### src/shared/bje_defs.svh
// Offsets, field positions, reset values and cycle counts of the branch and jump unit
`ifndef BJE_DEFS_SVH
`define BJE_DEFS_SVH

`define BJE_OFF_CTRL      12'h000
`define BJE_OFF_STATUS    12'h004
`define BJE_OFF_PTR       12'h008
`define BJE_OFF_FLAGS     12'h00c

`define BJE_CTRL_NARROW   0
`define BJE_STAT_BUSY     0
`define BJE_STAT_TAKEN    1
`define BJE_STAT_ILLEGAL  2

`define BJE_FLAG_OF       11
`define BJE_FLAG_SF       7
`define BJE_FLAG_ZF       6
`define BJE_FLAGS_MASK    16'h0fd5
`define BJE_FLAGS_RST     16'h0000
`define BJE_IP_RST        16'h0000
`define BJE_CS_RST        16'h0000

`define BJE_OP_LESS       8'h7c
`define BJE_OP_LESS_EQ    8'h7e
`define BJE_OP_SHORT      8'heb
`define BJE_OP_NEAR       8'he9
`define BJE_OP_FAR        8'hea
`define BJE_OP_GROUP      8'hff
`define BJE_REG_NEAR_IND  3'h4
`define BJE_REG_FAR_IND   3'h5

// Clock counts: 13, 4, 14, 11, 17, 21, 26, 34, 1
`define BJE_CYC_COND_TAKEN 6'h0d
`define BJE_CYC_COND_FALL  6'h04
`define BJE_CYC_DIRECT     6'h0e
`define BJE_CYC_IND_REG    6'h0b
`define BJE_CYC_IND_MEM_W  6'h11
`define BJE_CYC_IND_MEM_N  6'h15
`define BJE_CYC_FAR_MEM_W  6'h1a
`define BJE_CYC_FAR_MEM_N  6'h22
`define BJE_CYC_ILLEGAL    6'h01

`endif

### src/shared/bje_pkg.sv
// Types shared by the branch and jump unit
package bje_pkg;

  typedef enum logic {BJE_IDLE, BJE_EXEC} bje_state_e;

  typedef enum logic [2:0] {
    BJE_F_COND,
    BJE_F_SHORT,
    BJE_F_NEAR,
    BJE_F_IND,
    BJE_F_FAR_DIR,
    BJE_F_FAR_IND,
    BJE_F_BAD
  } bje_form_e;

  typedef logic [5:0] bje_cyc_t;

endpackage

### src/bje_branch_jump_execution.sv
// Branch and unconditional jump execution unit with APB register access
//
// Contract
// RQ1 - 0x7C branches only when sign differs overflow
// RQ2 - Signed conditional branches take 13 or 4
// RQ3 - 0x7E branches on zero or sign/overflow mismatch
// RQ4 - Displacement byte sign-extended, added to next pointer
// RQ5 - Short reach is -128 to +127 bytes
// RQ6 - 0xEB short jump, relative, 14 clocks
// RQ7 - 0xE9 adds 16-bit displacement, 14 clocks
// RQ8 - 0xFF /4 loads offset; 11, 17/21
// RQ9 - 0xEA loads segment and pointer, 14 clocks
// RQ10 - 0xFF /5 loads far pointer; 26/34
// RQ11 - Near jumps leave code segment untouched
// RQ12 - No return information is saved anywhere
// RQ13 - Only far jumps change the code segment
// RQ14 - No form alters the condition flags
// RQ15 - Taken branch uses larger count, fall-through smaller
`include "bje_defs.svh"
`timescale 1ns/10ps
`default_nettype none

module bje_branch_jump_execution (
  input  wire logic        clk_i,          // Core clock, 25 MHz
  input  wire logic        rst_b_i,        // Async reset, active low
  input  wire logic        ce_i,           // Clock enable, freezes all state
  input  wire logic        psel_i,         // APB select
  input  wire logic        penable_i,      // APB enable
  input  wire logic        pwrite_i,       // APB write
  input  wire logic [11:0] paddr_i,        // APB byte address
  input  wire logic [31:0] pwdata_i,       // APB write data
  output logic      [31:0] prdata_o,       // APB read data
  output logic             pready_o,       // APB ready
  output logic             pslverr_o,      // APB error
  input  wire logic        start_i,        // Instruction present
  input  wire logic [7:0]  opcode_i,       // Opcode byte
  input  wire logic [2:0]  modrm_reg_i,    // Reg field of ModR/M
  input  wire logic        mem_operand_i,  // Operand came from memory
  input  wire logic [31:0] operand_i,      // Displacement, offset or seg:off
  input  wire logic [15:0] next_ip_i,      // Pointer of following instruction
  output logic             busy_o,         // Executing
  output logic             done_o,         // Completion pulse
  output logic             taken_o,        // Last instruction transferred control
  output logic             illegal_o,      // Last opcode not handled here
  output logic      [15:0] ip_o,           // Instruction pointer
  output logic      [15:0] cs_o,           // Code segment
  output logic      [15:0] flags_o         // Condition flags
);

  bje_pkg::bje_state_e state_r;
  bje_pkg::bje_form_e  form;
  bje_pkg::bje_cyc_t   cyc, cnt_r;
  logic [15:0] ip_r, cs_r, flags_r;
  logic [15:0] tgt_ip, tgt_cs, disp8_ext;
  logic [15:0] tgt_ip_r, tgt_cs_r;
  logic        far_r;
  logic        taken_nxt;
  logic        taken_hold_r, illegal_hold_r;
  logic        cond_met;
  logic        narrow_r;
  logic        busy_r, done_r, taken_r, illegal_r;
  logic        start_acc, commit;
  logic        sf, of_bit, zf;
  logic [31:0] prdata_r, rd_mux;
  logic        pready_r, pslverr_r;
  logic        apb_set, apb_done, wr_ok, hit, state_reg;

  assign sf        = flags_r[`BJE_FLAG_SF];
  assign of_bit    = flags_r[`BJE_FLAG_OF];
  assign zf        = flags_r[`BJE_FLAG_ZF];
  assign start_acc = ce_i && start_i && (state_r == bje_pkg::BJE_IDLE);
  assign commit    = ce_i && (state_r == bje_pkg::BJE_EXEC) && (cnt_r == 6'h00);
  // Fills the upper byte with the sign, giving reach -128..+127
  assign disp8_ext = {{8{operand_i[7]}}, operand_i[7:0]}; // RQ4 RQ5

  // Decode and condition evaluation
  always_comb
  begin
    form     = bje_pkg::BJE_F_BAD;
    cond_met = 1'b0;
    unique case (opcode_i)
      `BJE_OP_LESS:
      begin
        form     = bje_pkg::BJE_F_COND;
        cond_met = sf ^ of_bit; // RQ1
      end
      `BJE_OP_LESS_EQ:
      begin
        form     = bje_pkg::BJE_F_COND;
        cond_met = zf | (sf ^ of_bit); // RQ3
      end
      `BJE_OP_SHORT: form = bje_pkg::BJE_F_SHORT; // RQ6
      `BJE_OP_NEAR:  form = bje_pkg::BJE_F_NEAR; // RQ7
      `BJE_OP_FAR:   form = bje_pkg::BJE_F_FAR_DIR; // RQ9
      `BJE_OP_GROUP:
      begin
        if (modrm_reg_i == `BJE_REG_NEAR_IND)
          form = bje_pkg::BJE_F_IND; // RQ8
        else if (modrm_reg_i == `BJE_REG_FAR_IND && mem_operand_i)
          form = bje_pkg::BJE_F_FAR_IND; // RQ10
      end
      default: form = bje_pkg::BJE_F_BAD;
    endcase
  end

  assign taken_nxt = (form != bje_pkg::BJE_F_BAD) && ((form != bje_pkg::BJE_F_COND) || cond_met);

  // Cycle budget per form and variant
  always_comb
  begin
    cyc = `BJE_CYC_ILLEGAL;
    unique case (form)
      bje_pkg::BJE_F_COND:
        cyc = cond_met ? `BJE_CYC_COND_TAKEN : `BJE_CYC_COND_FALL; // RQ2 RQ15
      bje_pkg::BJE_F_SHORT,
      bje_pkg::BJE_F_NEAR,
      bje_pkg::BJE_F_FAR_DIR:
        cyc = `BJE_CYC_DIRECT; // RQ6 RQ7 RQ9
      bje_pkg::BJE_F_IND:
        if (!mem_operand_i)
          cyc = `BJE_CYC_IND_REG; // RQ8
        else
          cyc = narrow_r ? `BJE_CYC_IND_MEM_N : `BJE_CYC_IND_MEM_W; // RQ8
      bje_pkg::BJE_F_FAR_IND:
        cyc = narrow_r ? `BJE_CYC_FAR_MEM_N : `BJE_CYC_FAR_MEM_W; // RQ10
      bje_pkg::BJE_F_BAD:
        cyc = `BJE_CYC_ILLEGAL;
    endcase
  end

  // Target formation; nothing is pushed, so no return state exists
  always_comb
  begin
    tgt_ip = next_ip_i;
    tgt_cs = cs_r; // RQ11 RQ13
    unique case (form)
      bje_pkg::BJE_F_COND,
      bje_pkg::BJE_F_SHORT:
        if (taken_nxt)
          tgt_ip = next_ip_i + disp8_ext; // RQ4
      bje_pkg::BJE_F_NEAR:
        tgt_ip = next_ip_i + operand_i[15:0]; // RQ7
      bje_pkg::BJE_F_IND:
        tgt_ip = operand_i[15:0]; // RQ8
      bje_pkg::BJE_F_FAR_DIR,
      bje_pkg::BJE_F_FAR_IND:
      begin
        tgt_ip = operand_i[15:0]; // RQ9 RQ10
        tgt_cs = operand_i[31:16]; // RQ9 RQ10
      end
      bje_pkg::BJE_F_BAD:
        tgt_ip = ip_r;
    endcase
  end

  // Sequencer
  always_ff @(posedge clk_i or negedge rst_b_i)
  begin
    if (!rst_b_i)
    begin
      state_r <= bje_pkg::BJE_IDLE;
      cnt_r   <= 6'h00;
      busy_r  <= 1'b0;
    end
    else if (ce_i)
    begin
      if (start_acc)
      begin
        state_r <= bje_pkg::BJE_EXEC;
        cnt_r   <= cyc - 6'h01;
        busy_r  <= 1'b1;
      end
      else if (commit)
      begin
        state_r <= bje_pkg::BJE_IDLE;
        busy_r  <= 1'b0;
      end
      else if (state_r == bje_pkg::BJE_EXEC)
        cnt_r <= cnt_r - 6'h01;
    end
  end

  // Latched result of the decode
  always_ff @(posedge clk_i or negedge rst_b_i)
  begin
    if (!rst_b_i)
    begin
      tgt_ip_r       <= `BJE_IP_RST;
      tgt_cs_r       <= `BJE_CS_RST;
      far_r          <= 1'b0;
      taken_hold_r   <= 1'b0;
      illegal_hold_r <= 1'b0;
    end
    else if (start_acc)
    begin
      tgt_ip_r       <= tgt_ip;
      tgt_cs_r       <= tgt_cs;
      far_r          <= (form == bje_pkg::BJE_F_FAR_DIR) || (form == bje_pkg::BJE_F_FAR_IND); // RQ13
      taken_hold_r   <= taken_nxt;
      illegal_hold_r <= (form == bje_pkg::BJE_F_BAD);
    end
  end

  // Completion status
  always_ff @(posedge clk_i or negedge rst_b_i)
  begin
    if (!rst_b_i)
    begin
      done_r    <= 1'b0;
      taken_r   <= 1'b0;
      illegal_r <= 1'b0;
    end
    else if (ce_i)
    begin
      done_r <= commit;
      if (commit)
      begin
        taken_r   <= taken_hold_r;
        illegal_r <= illegal_hold_r;
      end
    end
  end

  // Pointer and segment; bus writes are refused while busy so they never race a commit
  always_ff @(posedge clk_i or negedge rst_b_i)
  begin
    if (!rst_b_i)
    begin
      ip_r <= `BJE_IP_RST;
      cs_r <= `BJE_CS_RST;
    end
    else if (wr_ok && paddr_i == `BJE_OFF_PTR)
    begin
      ip_r <= pwdata_i[15:0];
      cs_r <= pwdata_i[31:16];
    end
    else if (commit)
    begin
      ip_r <= tgt_ip_r;
      if (far_r)
        cs_r <= tgt_cs_r; // RQ11 RQ13
    end
  end

  // Flags change only by software; no branch form writes them
  always_ff @(posedge clk_i or negedge rst_b_i)
  begin
    if (!rst_b_i)
      flags_r <= `BJE_FLAGS_RST;
    else if (wr_ok && paddr_i == `BJE_OFF_FLAGS)
      flags_r <= pwdata_i[15:0] & `BJE_FLAGS_MASK; // RQ14
  end

  always_ff @(posedge clk_i or negedge rst_b_i)
  begin
    if (!rst_b_i)
      narrow_r <= 1'b0;
    else if (wr_ok && paddr_i == `BJE_OFF_CTRL)
      narrow_r <= pwdata_i[`BJE_CTRL_NARROW];
  end

  // APB slave: one wait state, answer computed at the setting edge
  assign apb_set   = ce_i && psel_i && penable_i && !pready_r;
  assign apb_done  = ce_i && psel_i && penable_i && pready_r;
  assign wr_ok     = apb_done && pwrite_i && !pslverr_r;
  assign state_reg = (paddr_i == `BJE_OFF_PTR) || (paddr_i == `BJE_OFF_FLAGS);
  assign hit       = (paddr_i == `BJE_OFF_CTRL) || (paddr_i == `BJE_OFF_STATUS) || state_reg;

  always_comb
  begin
    rd_mux = 32'h0000_0000;
    unique case (paddr_i)
      `BJE_OFF_CTRL:   rd_mux[`BJE_CTRL_NARROW] = narrow_r;
      `BJE_OFF_STATUS:
      begin
        rd_mux[`BJE_STAT_BUSY]    = busy_r;
        rd_mux[`BJE_STAT_TAKEN]   = taken_r;
        rd_mux[`BJE_STAT_ILLEGAL] = illegal_r;
      end
      `BJE_OFF_PTR:    rd_mux = {cs_r, ip_r};
      `BJE_OFF_FLAGS:  rd_mux[15:0] = flags_r;
      default:         rd_mux = 32'h0000_0000;
    endcase
  end

  always_ff @(posedge clk_i or negedge rst_b_i)
  begin
    if (!rst_b_i)
    begin
      pready_r  <= 1'b0;
      pslverr_r <= 1'b0;
      prdata_r  <= 32'h0000_0000;
    end
    else if (ce_i)
    begin
      pready_r <= apb_set;
      if (apb_set)
      begin
        pslverr_r <= !hit || (pwrite_i && state_reg && (busy_r || start_acc));
        prdata_r  <= pwrite_i ? 32'h0000_0000 : rd_mux;
      end
      else if (apb_done)
      begin
        pslverr_r <= 1'b0;
        prdata_r  <= 32'h0000_0000;
      end
    end
  end

  assign prdata_o  = prdata_r;
  assign pready_o  = pready_r;
  assign pslverr_o = pslverr_r;
  assign busy_o    = busy_r;
  assign done_o    = done_r;
  assign taken_o   = taken_r;
  assign illegal_o = illegal_r;
  assign ip_o      = ip_r;
  assign cs_o      = cs_r;
  assign flags_o   = flags_r;

  AST_LESS_COND: assert property (@(posedge clk_i) disable iff (!rst_b_i) // RQ1
    (start_acc && opcode_i == `BJE_OP_LESS) |=> (taken_hold_r == ($past(sf) ^ $past(of_bit))))
    else $error("Signed-less branch decision wrong");

  AST_LESS_EQ_COND: assert property (@(posedge clk_i) disable iff (!rst_b_i) // RQ3
    (start_acc && opcode_i == `BJE_OP_LESS_EQ)
      |=> (taken_hold_r == ($past(zf) | ($past(sf) ^ $past(of_bit)))))
    else $error("Signed-less-or-equal branch decision wrong");

  AST_COND_COUNT: assert property (@(posedge clk_i) disable iff (!rst_b_i) // RQ2 RQ15
    (start_acc && form == bje_pkg::BJE_F_COND)
      |=> (cnt_r == (taken_hold_r ? 6'h0c : 6'h03)))
    else $error("Conditional branch cycle count wrong");

  AST_SHORT_TARGET: assert property (@(posedge clk_i) disable iff (!rst_b_i) // RQ4 RQ5
    (start_acc && opcode_i == `BJE_OP_SHORT)
      |=> (tgt_ip_r == $past(next_ip_i) + {{8{$past(operand_i[7])}}, $past(operand_i[7:0])}))
    else $error("Short target not sign-extended sum");

  AST_DIRECT_COUNT: assert property (@(posedge clk_i) disable iff (!rst_b_i) // RQ6 RQ7 RQ9
    (start_acc && (opcode_i == `BJE_OP_SHORT || opcode_i == `BJE_OP_NEAR
      || opcode_i == `BJE_OP_FAR)) |=> (cnt_r == 6'h0d))
    else $error("Direct jump not 14 cycles");

  AST_NEAR_IND_COUNT: assert property (@(posedge clk_i) disable iff (!rst_b_i) // RQ8
    (start_acc && form == bje_pkg::BJE_F_IND)
      |=> (cnt_r == (!$past(mem_operand_i) ? 6'h0a : ($past(narrow_r) ? 6'h14 : 6'h10))))
    else $error("Near indirect cycle count wrong");

  AST_FAR_IND_COUNT: assert property (@(posedge clk_i) disable iff (!rst_b_i) // RQ10
    (start_acc && form == bje_pkg::BJE_F_FAR_IND)
      |=> (cnt_r == ($past(narrow_r) ? 6'h21 : 6'h19)))
    else $error("Far indirect cycle count wrong");

  AST_CS_NEAR_KEPT: assert property (@(posedge clk_i) disable iff (!rst_b_i) // RQ11 RQ13
    (commit && !far_r) |=> $stable(cs_r))
    else $error("Code segment changed by non-far form");

  AST_FAR_LOAD: assert property (@(posedge clk_i) disable iff (!rst_b_i) // RQ9 RQ10
    (commit && far_r) |=> (cs_r == $past(tgt_cs_r) && ip_r == $past(tgt_ip_r) && done_o))
    else $error("Far jump did not load segment and pointer");

  AST_FLAGS_KEPT: assert property (@(posedge clk_i) disable iff (!rst_b_i) // RQ14
    (busy_r && $past(busy_r)) |-> $stable(flags_r))
    else $error("Flags changed during execution");

endmodule

`default_nettype wire

### config.mk
export PLATFORM = sky130hd
export DESIGN_NAME = bje_branch_jump_execution
export DESIGN_NICKNAME = d
export VERILOG_FILES = /design/src/shared/bje_pkg.sv /design/src/bje_branch_jump_execution.sv
export VERILOG_INCLUDE_DIRS = /design/src /design/src/shared
export SDC_FILE = /design/constraint.sdc
export NUM_CORES = 1
export LEC_CHECK = 0
export BUFFER_PORTS_ARGS = -buffer_cell sky130_fd_sc_hd__buf_4
export CAP_MARGIN = 20
export CORE_MARGIN = 5
export CORE_UTILIZATION = 40
export DETAILED_ROUTE_END_ITERATION = 8
export HOLD_SLACK_MARGIN = 0.06
export PLACE_DENSITY_LB_ADDON = 0.12
export SYNTH_ARGS = -nofsm -noshare
export SYNTH_HDL_FRONTEND = slang
export SYNTH_SLANG_ARGS = --single-unit
### constraint.sdc
create_clock -name clk_i -period 2.64 [get_ports clk_i]
set_input_delay 0.264 -clock clk_i [delete_from_list [all_inputs] [get_ports clk_i]]
set_output_delay 0.264 -clock clk_i [all_outputs]
set_load 0.01 [all_outputs]
==> results.json, run 1 <==
{
  "vdd.ir_drop.worst_uv": 431,
  "grt_antenna_before_repair": 0,
  "critPathKind": "reg2reg",
  "cts_buf_count": 17,
  "grt_first_pass_wirelength_mm": 35.4,
  "synth_enable_flop_cells": 0,
  "skew_ps": 8.99,
  "worst_skew_pair.late_latency_ps": 420,
  "reg2reg_setup_slack_ps": 330,
  "ys_seq_area_share_pct": 43.1,
  "cts_tree": "yes",
  "crit_arrival_ps": 2600,
  "start_util_pct": 40.7,
  "drtIter0Drc": 383,
  "core-area_mm2": 0.0173,
  "cellLeakagePower_nw": 4.75,
  "grtUsageTotal_pct": 22.1,
  "timing.final.hold_violations": 0,
  "worstPathMaxFanout": 4,
  "slew-limit-headroom_pct": 58.3,
  "report.power.total_mw": 6.41,
  "insertedDiodeCount": 0,
  "post_synthesis_register_bit_count": 121,
  "maxSlewViolCount": 0,
  "hold_ws_ps": 95.1,
  "ant_nets": 0,
  "ys.flop_type": "sky130_fd_sc_hd__dfrtp_1",
  "port-buffer-count": 189,
  "final_cell_mix": "224 x sky130_fd_sc_hd__buf_4, 121 x sky130_fd_sc_hd__dfrtp_1, 100 x sky130_fd_sc_hd__nand2_1",
  "globalplace.congestion": 0.937,
  "asyncSetResetFlopFracSynth_pct": 100,
  "critical_path.endpoint_type": "register",
  "post_synth_instance_area_mm2": 0.00703,
  "nets": 1076,
  "status": "finished clean",
  "worst-slew-pin-transition_ps": 623,
  "detailedRoute.firstPassIterationCount": 5,
  "final_common_cell": "sky130_fd_sc_hd__buf_4",
  "pwr_density_cell_mw_per_mm2": 676,
  "post_synth_num_cell_types": 75,
  "placementRows": 48,
  "postCtsHoldBufs": 1,
  "clk_path_buf_depth": 2,
  "final.min_clock_period_ps": 2310,
  "yosysWarningCount": 0,
  "grt_start_max_net_pins": 57,
  "timing.max_cap.violations": 0,
  "critical_path.startpoint_type": "register",
  "dp_area_mm2": 0.00884,
  "routed_wl_mm": 22.5,
  "final_count_of_negative_setup_slack_endpoints": 0,
  "critical_path_required_ps": 2930,
  "die_area_mm2": 0.0203,
  "share_of_layout_cells_above_drive_strength_1_pct": 30.4,
  "cts_num_sinks": 121,
  "n_fill_cell": 1624,
  "via_count": 6525,
  "ctsRootBufferMaster": "sky130_fd_sc_hd__clkbuf_16",
  "die_height_um": 143,
  "timing.final.crit_share_pct": 87.5,
  "dp_worst_setup_slack_ps": -13.2,
  "post_cts.resized_instances": 0,
  "area_growth_pct": 34.8,
  "rsz0062_at_grt": "no",
  "number_of_h_tree_levels": 4,
  "routed_wire_length_per_instance_um": 19.1,
  "synth.avg_cell_area_um2": 9.62,
  "synth_instances": 731,
  "die_width_um": 143,
  "pin_count": 197,
  "clkSlewWorstSetupHoldPaths_ps": 60,
  "worstHoldPathType": "in2reg",
  "hpwlAfterDp_mm": 17.1,
  "drt_drc_violations_left": 0,
  "gr-total-overflow": 0,
  "design_area_mm2": 0.00948,
  "finalWorstSetupSlack_ps": 331,
  "post_drt_via_cell_ratio": 5.53,
  "grt_pass1_vias": 6427,
  "maxClockFrequency_ghz": 0.433,
  "setup_fix_buffers_added_after_clock_tree_synthesis": 0
}
==> through the flow <==
step                TNS [ps]  util (%)  instances
finish                     0      54.8       1179
global route               0      54.8       1179
CTS                        0      54.8       1179
detailed placement     -26.1      51.1       1146
global placement           0      51.1       1146
floorplan                  0         -        737
==> where the power goes <==
part / switching [mW] / internal [mW] / leakage, nW
sequential: 0.331 / 2.16 / 1.61
combinational: 0.737 / 0.746 / 2.84
clock: 0.853 / 1.58 / 0.297
==> synth_stat cells, types with 6 or more instances <==
cell | number | area share, %
sky130_fd_sc_hd__o211ai_1 | 14 | 1.5
sky130_fd_sc_hd__o21a_1 | 9 | 0.96
sky130_fd_sc_hd__mux2i_1 | 42 | 6.0
sky130_fd_sc_hd__nor2_1 | 66 | 3.5
sky130_fd_sc_hd__o21ai_1 | 6 | 0.43
sky130_fd_sc_hd__ha_1 | 23 | 4.1
sky130_fd_sc_hd__a21oi_1 | 35 | 2.5
sky130_fd_sc_hd__inv_1 | 18 | 0.96
sky130_fd_sc_hd__mux2_2 | 12 | 1.9
sky130_fd_sc_hd__a221oi_1 | 13 | 1.6
sky130_fd_sc_hd__buf_4 | 9 | 0.96
sky130_fd_sc_hd__xor2_1 | 10 | 1.2
sky130_fd_sc_hd__o21ai_0 | 31 | 2.2
sky130_fd_sc_hd__a31oi_1 | 28 | 2.5
sky130_fd_sc_hd__a222oi_1 | 9 | 1.3
sky130_fd_sc_hd__nor3_1 | 7 | 0.50
sky130_fd_sc_hd__a22o_1 | 23 | 2.9
sky130_fd_sc_hd__xnor2_1 | 12 | 1.5
sky130_fd_sc_hd__dfrtp_1 | 121 | 43
sky130_fd_sc_hd__a21o_1 | 9 | 0.96
sky130_fd_sc_hd__nand2_1 | 101 | 5.4
sky130_fd_sc_hd__clkbuf_1 | 26 | 1.4
==> sequential cells by signal (all words and copies together) (netlist names) <==
name,cells
busy_o,1
cnt_r,6
cs_o,16
done_o,1
far_r,1
flags_o,9
illegal_hold_r,1
illegal_o,1
ip_o,16
narrow_r,1
prdata_o,32
pready_o,1
pslverr_o,1
taken_hold_r,1
taken_o,1
tgt_cs_r,16
tgt_ip_r,16
==> path summary, 6_finish.rpt <==
path	startpoint	to	depth (start not counted)
max in group asynchronous	rst_b_i	ip_o[4]$_DFFE_PN0P_	3
min reg2reg	illegal_hold_r$_DFFE_PN0P_	illegal_o$_DFFE_PN0P_	2
max reg2reg	flags_o[11]$_DFFE_PN0P_	cnt_r[4]$_DFFE_PN0P_	8
min	pwdata_i[4]	flags_o[4]$_DFFE_PN0P_	2
max	flags_o[11]$_DFFE_PN0P_	cnt_r[4]$_DFFE_PN0P_	8
min in group asynchronous	rst_b_i	tgt_cs_r[1]$_DFFE_PN0P_	2
==> kinds of logic (layout without fill, tap and decap cells) <==
family / after synthesis / count (layout) / synth area share (%)
xor+xnor: 22 / 22 / 2.74
mux: 55 / 55 / 8.22
fa+ha+maj: 24 / 24 / 4.38
compound gates: 217 / 217 / 22.0
simple gates: 232 / 232 / 15.7
buf+inv: 59 / 276 / 3.81
other cells: 1 / 7 / 0.0533
flops: 121 / 121 / 43.1
==> area by class of cell <==
cell class	count	area, µm²	share of cell area [%]
Clock buffer	21	480	5.07
Clock inverter	11	144	1.52
Inverter	18	67.6	0.713
Multi-Input combinational cell	557	3770	39.7
Sequential cell	121	3030	31.9
Tap cell	225	282	2.97
Timing Repair Buffer	226	1710	18.1
==> critical path, stage by stage (launching register included) <==
cell	delay, ps
sky130_fd_sc_hd__dfrtp_1	440
sky130_fd_sc_hd__xor2_1	200
sky130_fd_sc_hd__o21bai_1	200
sky130_fd_sc_hd__a311o_1	370
sky130_fd_sc_hd__o32ai_2	290
sky130_fd_sc_hd__ha_1	240
sky130_fd_sc_hd__nor3b_1	240
sky130_fd_sc_hd__xnor2_1	140
sky130_fd_sc_hd__o21ai_0	80
==> layer usage <==
layer  routed length (µm)  part of all wire (%)  vias to the layer above  global-route usage (%)
met4                  392                   1.7                        0                    6.85
met3                 1380                   6.1                       30                    4.27
met1                10300                    46                     3129                    30.2
li1                     -                     -                     3144                       -
met2                10500                    46                      222                    35.6
met5                    0                     0                        -                       0
(Power assumes the default switching activity.)
==> run 2, diff against run 1 <==
Settings changed: CORE_ASPECT_RATIO set to 1.1, MAX_ROUTING_LAYER set to met4.
==> run 2 against run 1 <==
Compared with the run above:
- count of clock-buffer cells in the layout decreased by 4
- sequential share of layout area is 0.097 points lower
- sequential power about the same
- cell area increased by 0.30%
- non-clock buffer count is 4 higher
- via count is 1.5% higher
- largest power group unchanged
==> results.json, run 2 (same netlist as run 1, synthesis figures left out) <==
{
  "pin_count": 197,
  "clkSlewWorstSetupHoldPaths_ps": 60,
  "routed_wl_mm": 23.3,
  "critPathKind": "reg2reg",
  "dp_area_mm2": 0.00889,
  "rsz0062_at_grt": "no",
  "clk_path_buf_depth": 2,
  "timing.final.hold_violations": 0,
  "grt_pass1_vias": 6855,
  "final_count_of_negative_setup_slack_endpoints": 0,
  "timing.reg2reg.worst_path_depth": 8,
  "maxClockFrequency_ghz": 0.417,
  "crit_arrival_ps": 2690,
  "die_width_um": 136,
  "timing.max_cap.violations": 0,
  "utilization_pct": 55.5,
  "globalplace.congestion": 0.927,
  "gr-total-overflow": 0,
  "area_taken_by_flip_flops_and_latches_mm2": 0.00303,
  "cts_num_sinks": 121,
  "n_fill_cell": 1596,
  "post_drt_via_cell_ratio": 5.56,
  "timing.final.crit_share_pct": 90.9,
  "hold_ws_ps": 106,
  "final_cell_mix": "228 x sky130_fd_sc_hd__buf_4, 121 x sky130_fd_sc_hd__dfrtp_1, 100 x sky130_fd_sc_hd__nand2_1",
  "die_height_um": 149,
  "reg2reg_setup_slack_ps": 240,
  "drtIter0Drc": 485,
  "status": "finished clean",
  "grt_antenna_before_repair": 0,
  "design_area_mm2": 0.00951,
  "vdd.ir_drop.worst_uv": 346,
  "core-area_mm2": 0.0171,
  "cellLeakagePower_nw": 4.77,
  "grtUsageTotal_pct": 23.7,
  "post_cts.resized_instances": 0,
  "ant_nets": 0,
  "area_growth_pct": 35.2,
  "pwr_density_cell_mw_per_mm2": 674,
  "final_common_cell": "sky130_fd_sc_hd__buf_4",
  "share_of_layout_cells_above_drive_strength_1_pct": 30.7,
  "nets": 1080,
  "cts_tree": "yes",
  "detailedRoute.firstPassIterationCount": 5,
  "grt_start_max_net_pins": 47,
  "worstPathMaxFanout": 4,
  "start_util_pct": 41.0,
  "worst-slew-pin-transition_ps": 703,
  "hpwlAfterDp_mm": 18.2,
  "finalWorstSetupSlack_ps": 241,
  "worstHoldPathType": "in2reg",
  "largest_reg_flops": 32,
  "port-buffer-count": 189,
  "dp_worst_setup_slack_ps": -48.5,
  "drt_drc_violations_left": 0,
  "die_area_mm2": 0.0203,
  "cts_buf_count": 17,
  "critical_path_required_ps": 2930,
  "insertedDiodeCount": 0,
  "whs_path_depth": 2,
  "critical_path.startpoint_type": "register",
  "number_of_h_tree_levels": 4,
  "routed_wire_length_per_instance_um": 19.5,
  "critical_path.endpoint_type": "register",
  "multiInputGateArea_mm2": 0.00377,
  "report.power.total_mw": 6.41,
  "ctsRootBufferMaster": "sky130_fd_sc_hd__clkbuf_16",
  "worst_skew_pair.late_latency_ps": 410,
  "slew-limit-headroom_pct": 52.7,
  "maxSlewViolCount": 0,
  "final.min_clock_period_ps": 2400,
  "grt_first_pass_wirelength_mm": 37.4,
  "placementRows": 50,
  "via_count": 6624,
  "skew_ps": 11.2
}
## run 2: cell types whose count changed in the layout (fill, tap and decap cells not counted)
cell                         change
sky130_fd_sc_hd__clkinvlp_4      -3
sky130_fd_sc_hd__clkinv_4        +2
sky130_fd_sc_hd__clkinv_2        -1
sky130_fd_sc_hd__buf_4           +4
sky130_fd_sc_hd__inv_6           +6
sky130_fd_sc_hd__clkbuf_8        -4
## run 2: cell type report
cell class | count | share of cell area, %
Clock buffer | 17 | 4.47
Clock inverter | 15 | 1.96
Inverter | 18 | 0.711
Multi-Input combinational cell | 557 | 39.6
Sequential cell | 121 | 31.8
Tap cell | 234 | 3.08
Timing Repair Buffer | 230 | 18.3
## run 2: report_power, final
part,switching (mW),leakage (nW),internal [mW],total [mW]
clock network,0.881,0.299,1.50,2.38
logic,0.773,2.86,0.758,1.53
registers,0.332,1.61,2.16,2.49
total,1.99,4.77,4.42,6.41
## run 2: per-layer routing
layer,share of wire (%),GRT usage [%],wire [µm]
met5,0,-,0
met4,0.91,4.79,212
met3,5.8,4.55,1360
met2,48,37.8,11100
met1,46,31.8,10600
## run 2: metrics by stage
| stage | setup TNS [ps] | std cells |
|---|---|---|
| 2_1_floorplan | 0 | 737 |
| 3_3_place_gp | -154 | 1159 |
| 3_5_place_dp | -48.5 | 1159 |
| 4_1_cts | 0 | 1192 |
| 5_1_grt | 0 | 1192 |
| 6_report | 0 | 1192 |
## run 2: worst paths after layout
kind	from	to
max	flags_o[7]$_DFFE_PN0P_	cnt_r[4]$_DFFE_PN0P_
max in group asynchronous	rst_b_i	ip_o[0]$_DFFE_PN0P_
min in group asynchronous	rst_b_i	prdata_o[25]$_DFFE_PN0P_
min	pwdata_i[9]	flags_o[9]$_DFFE_PN0P_
max reg2reg	flags_o[7]$_DFFE_PN0P_	cnt_r[4]$_DFFE_PN0P_
min reg2reg	taken_hold_r$_DFFE_PN0P_	taken_o$_DFFE_PN0P_
## run 2: what timing repair did
| action | CTS | global route |
|---|---|---|
| buffers inserted | 0 | 0 |
| hold buffers | 1 | 0 |
| endpoints found under the hold margin | 42 | 0 |
## run 2: worst max-delay path, cell delays in order (launching register included)
cell                       delay, ps
sky130_fd_sc_hd__dfrtp_1         450
sky130_fd_sc_hd__xor2_1          260
sky130_fd_sc_hd__o21bai_1        220
sky130_fd_sc_hd__a311o_1         370
sky130_fd_sc_hd__o32ai_2         290
sky130_fd_sc_hd__ha_1            240
sky130_fd_sc_hd__nor3b_1         230
sky130_fd_sc_hd__xnor2_1         150
sky130_fd_sc_hd__o21ai_0          90
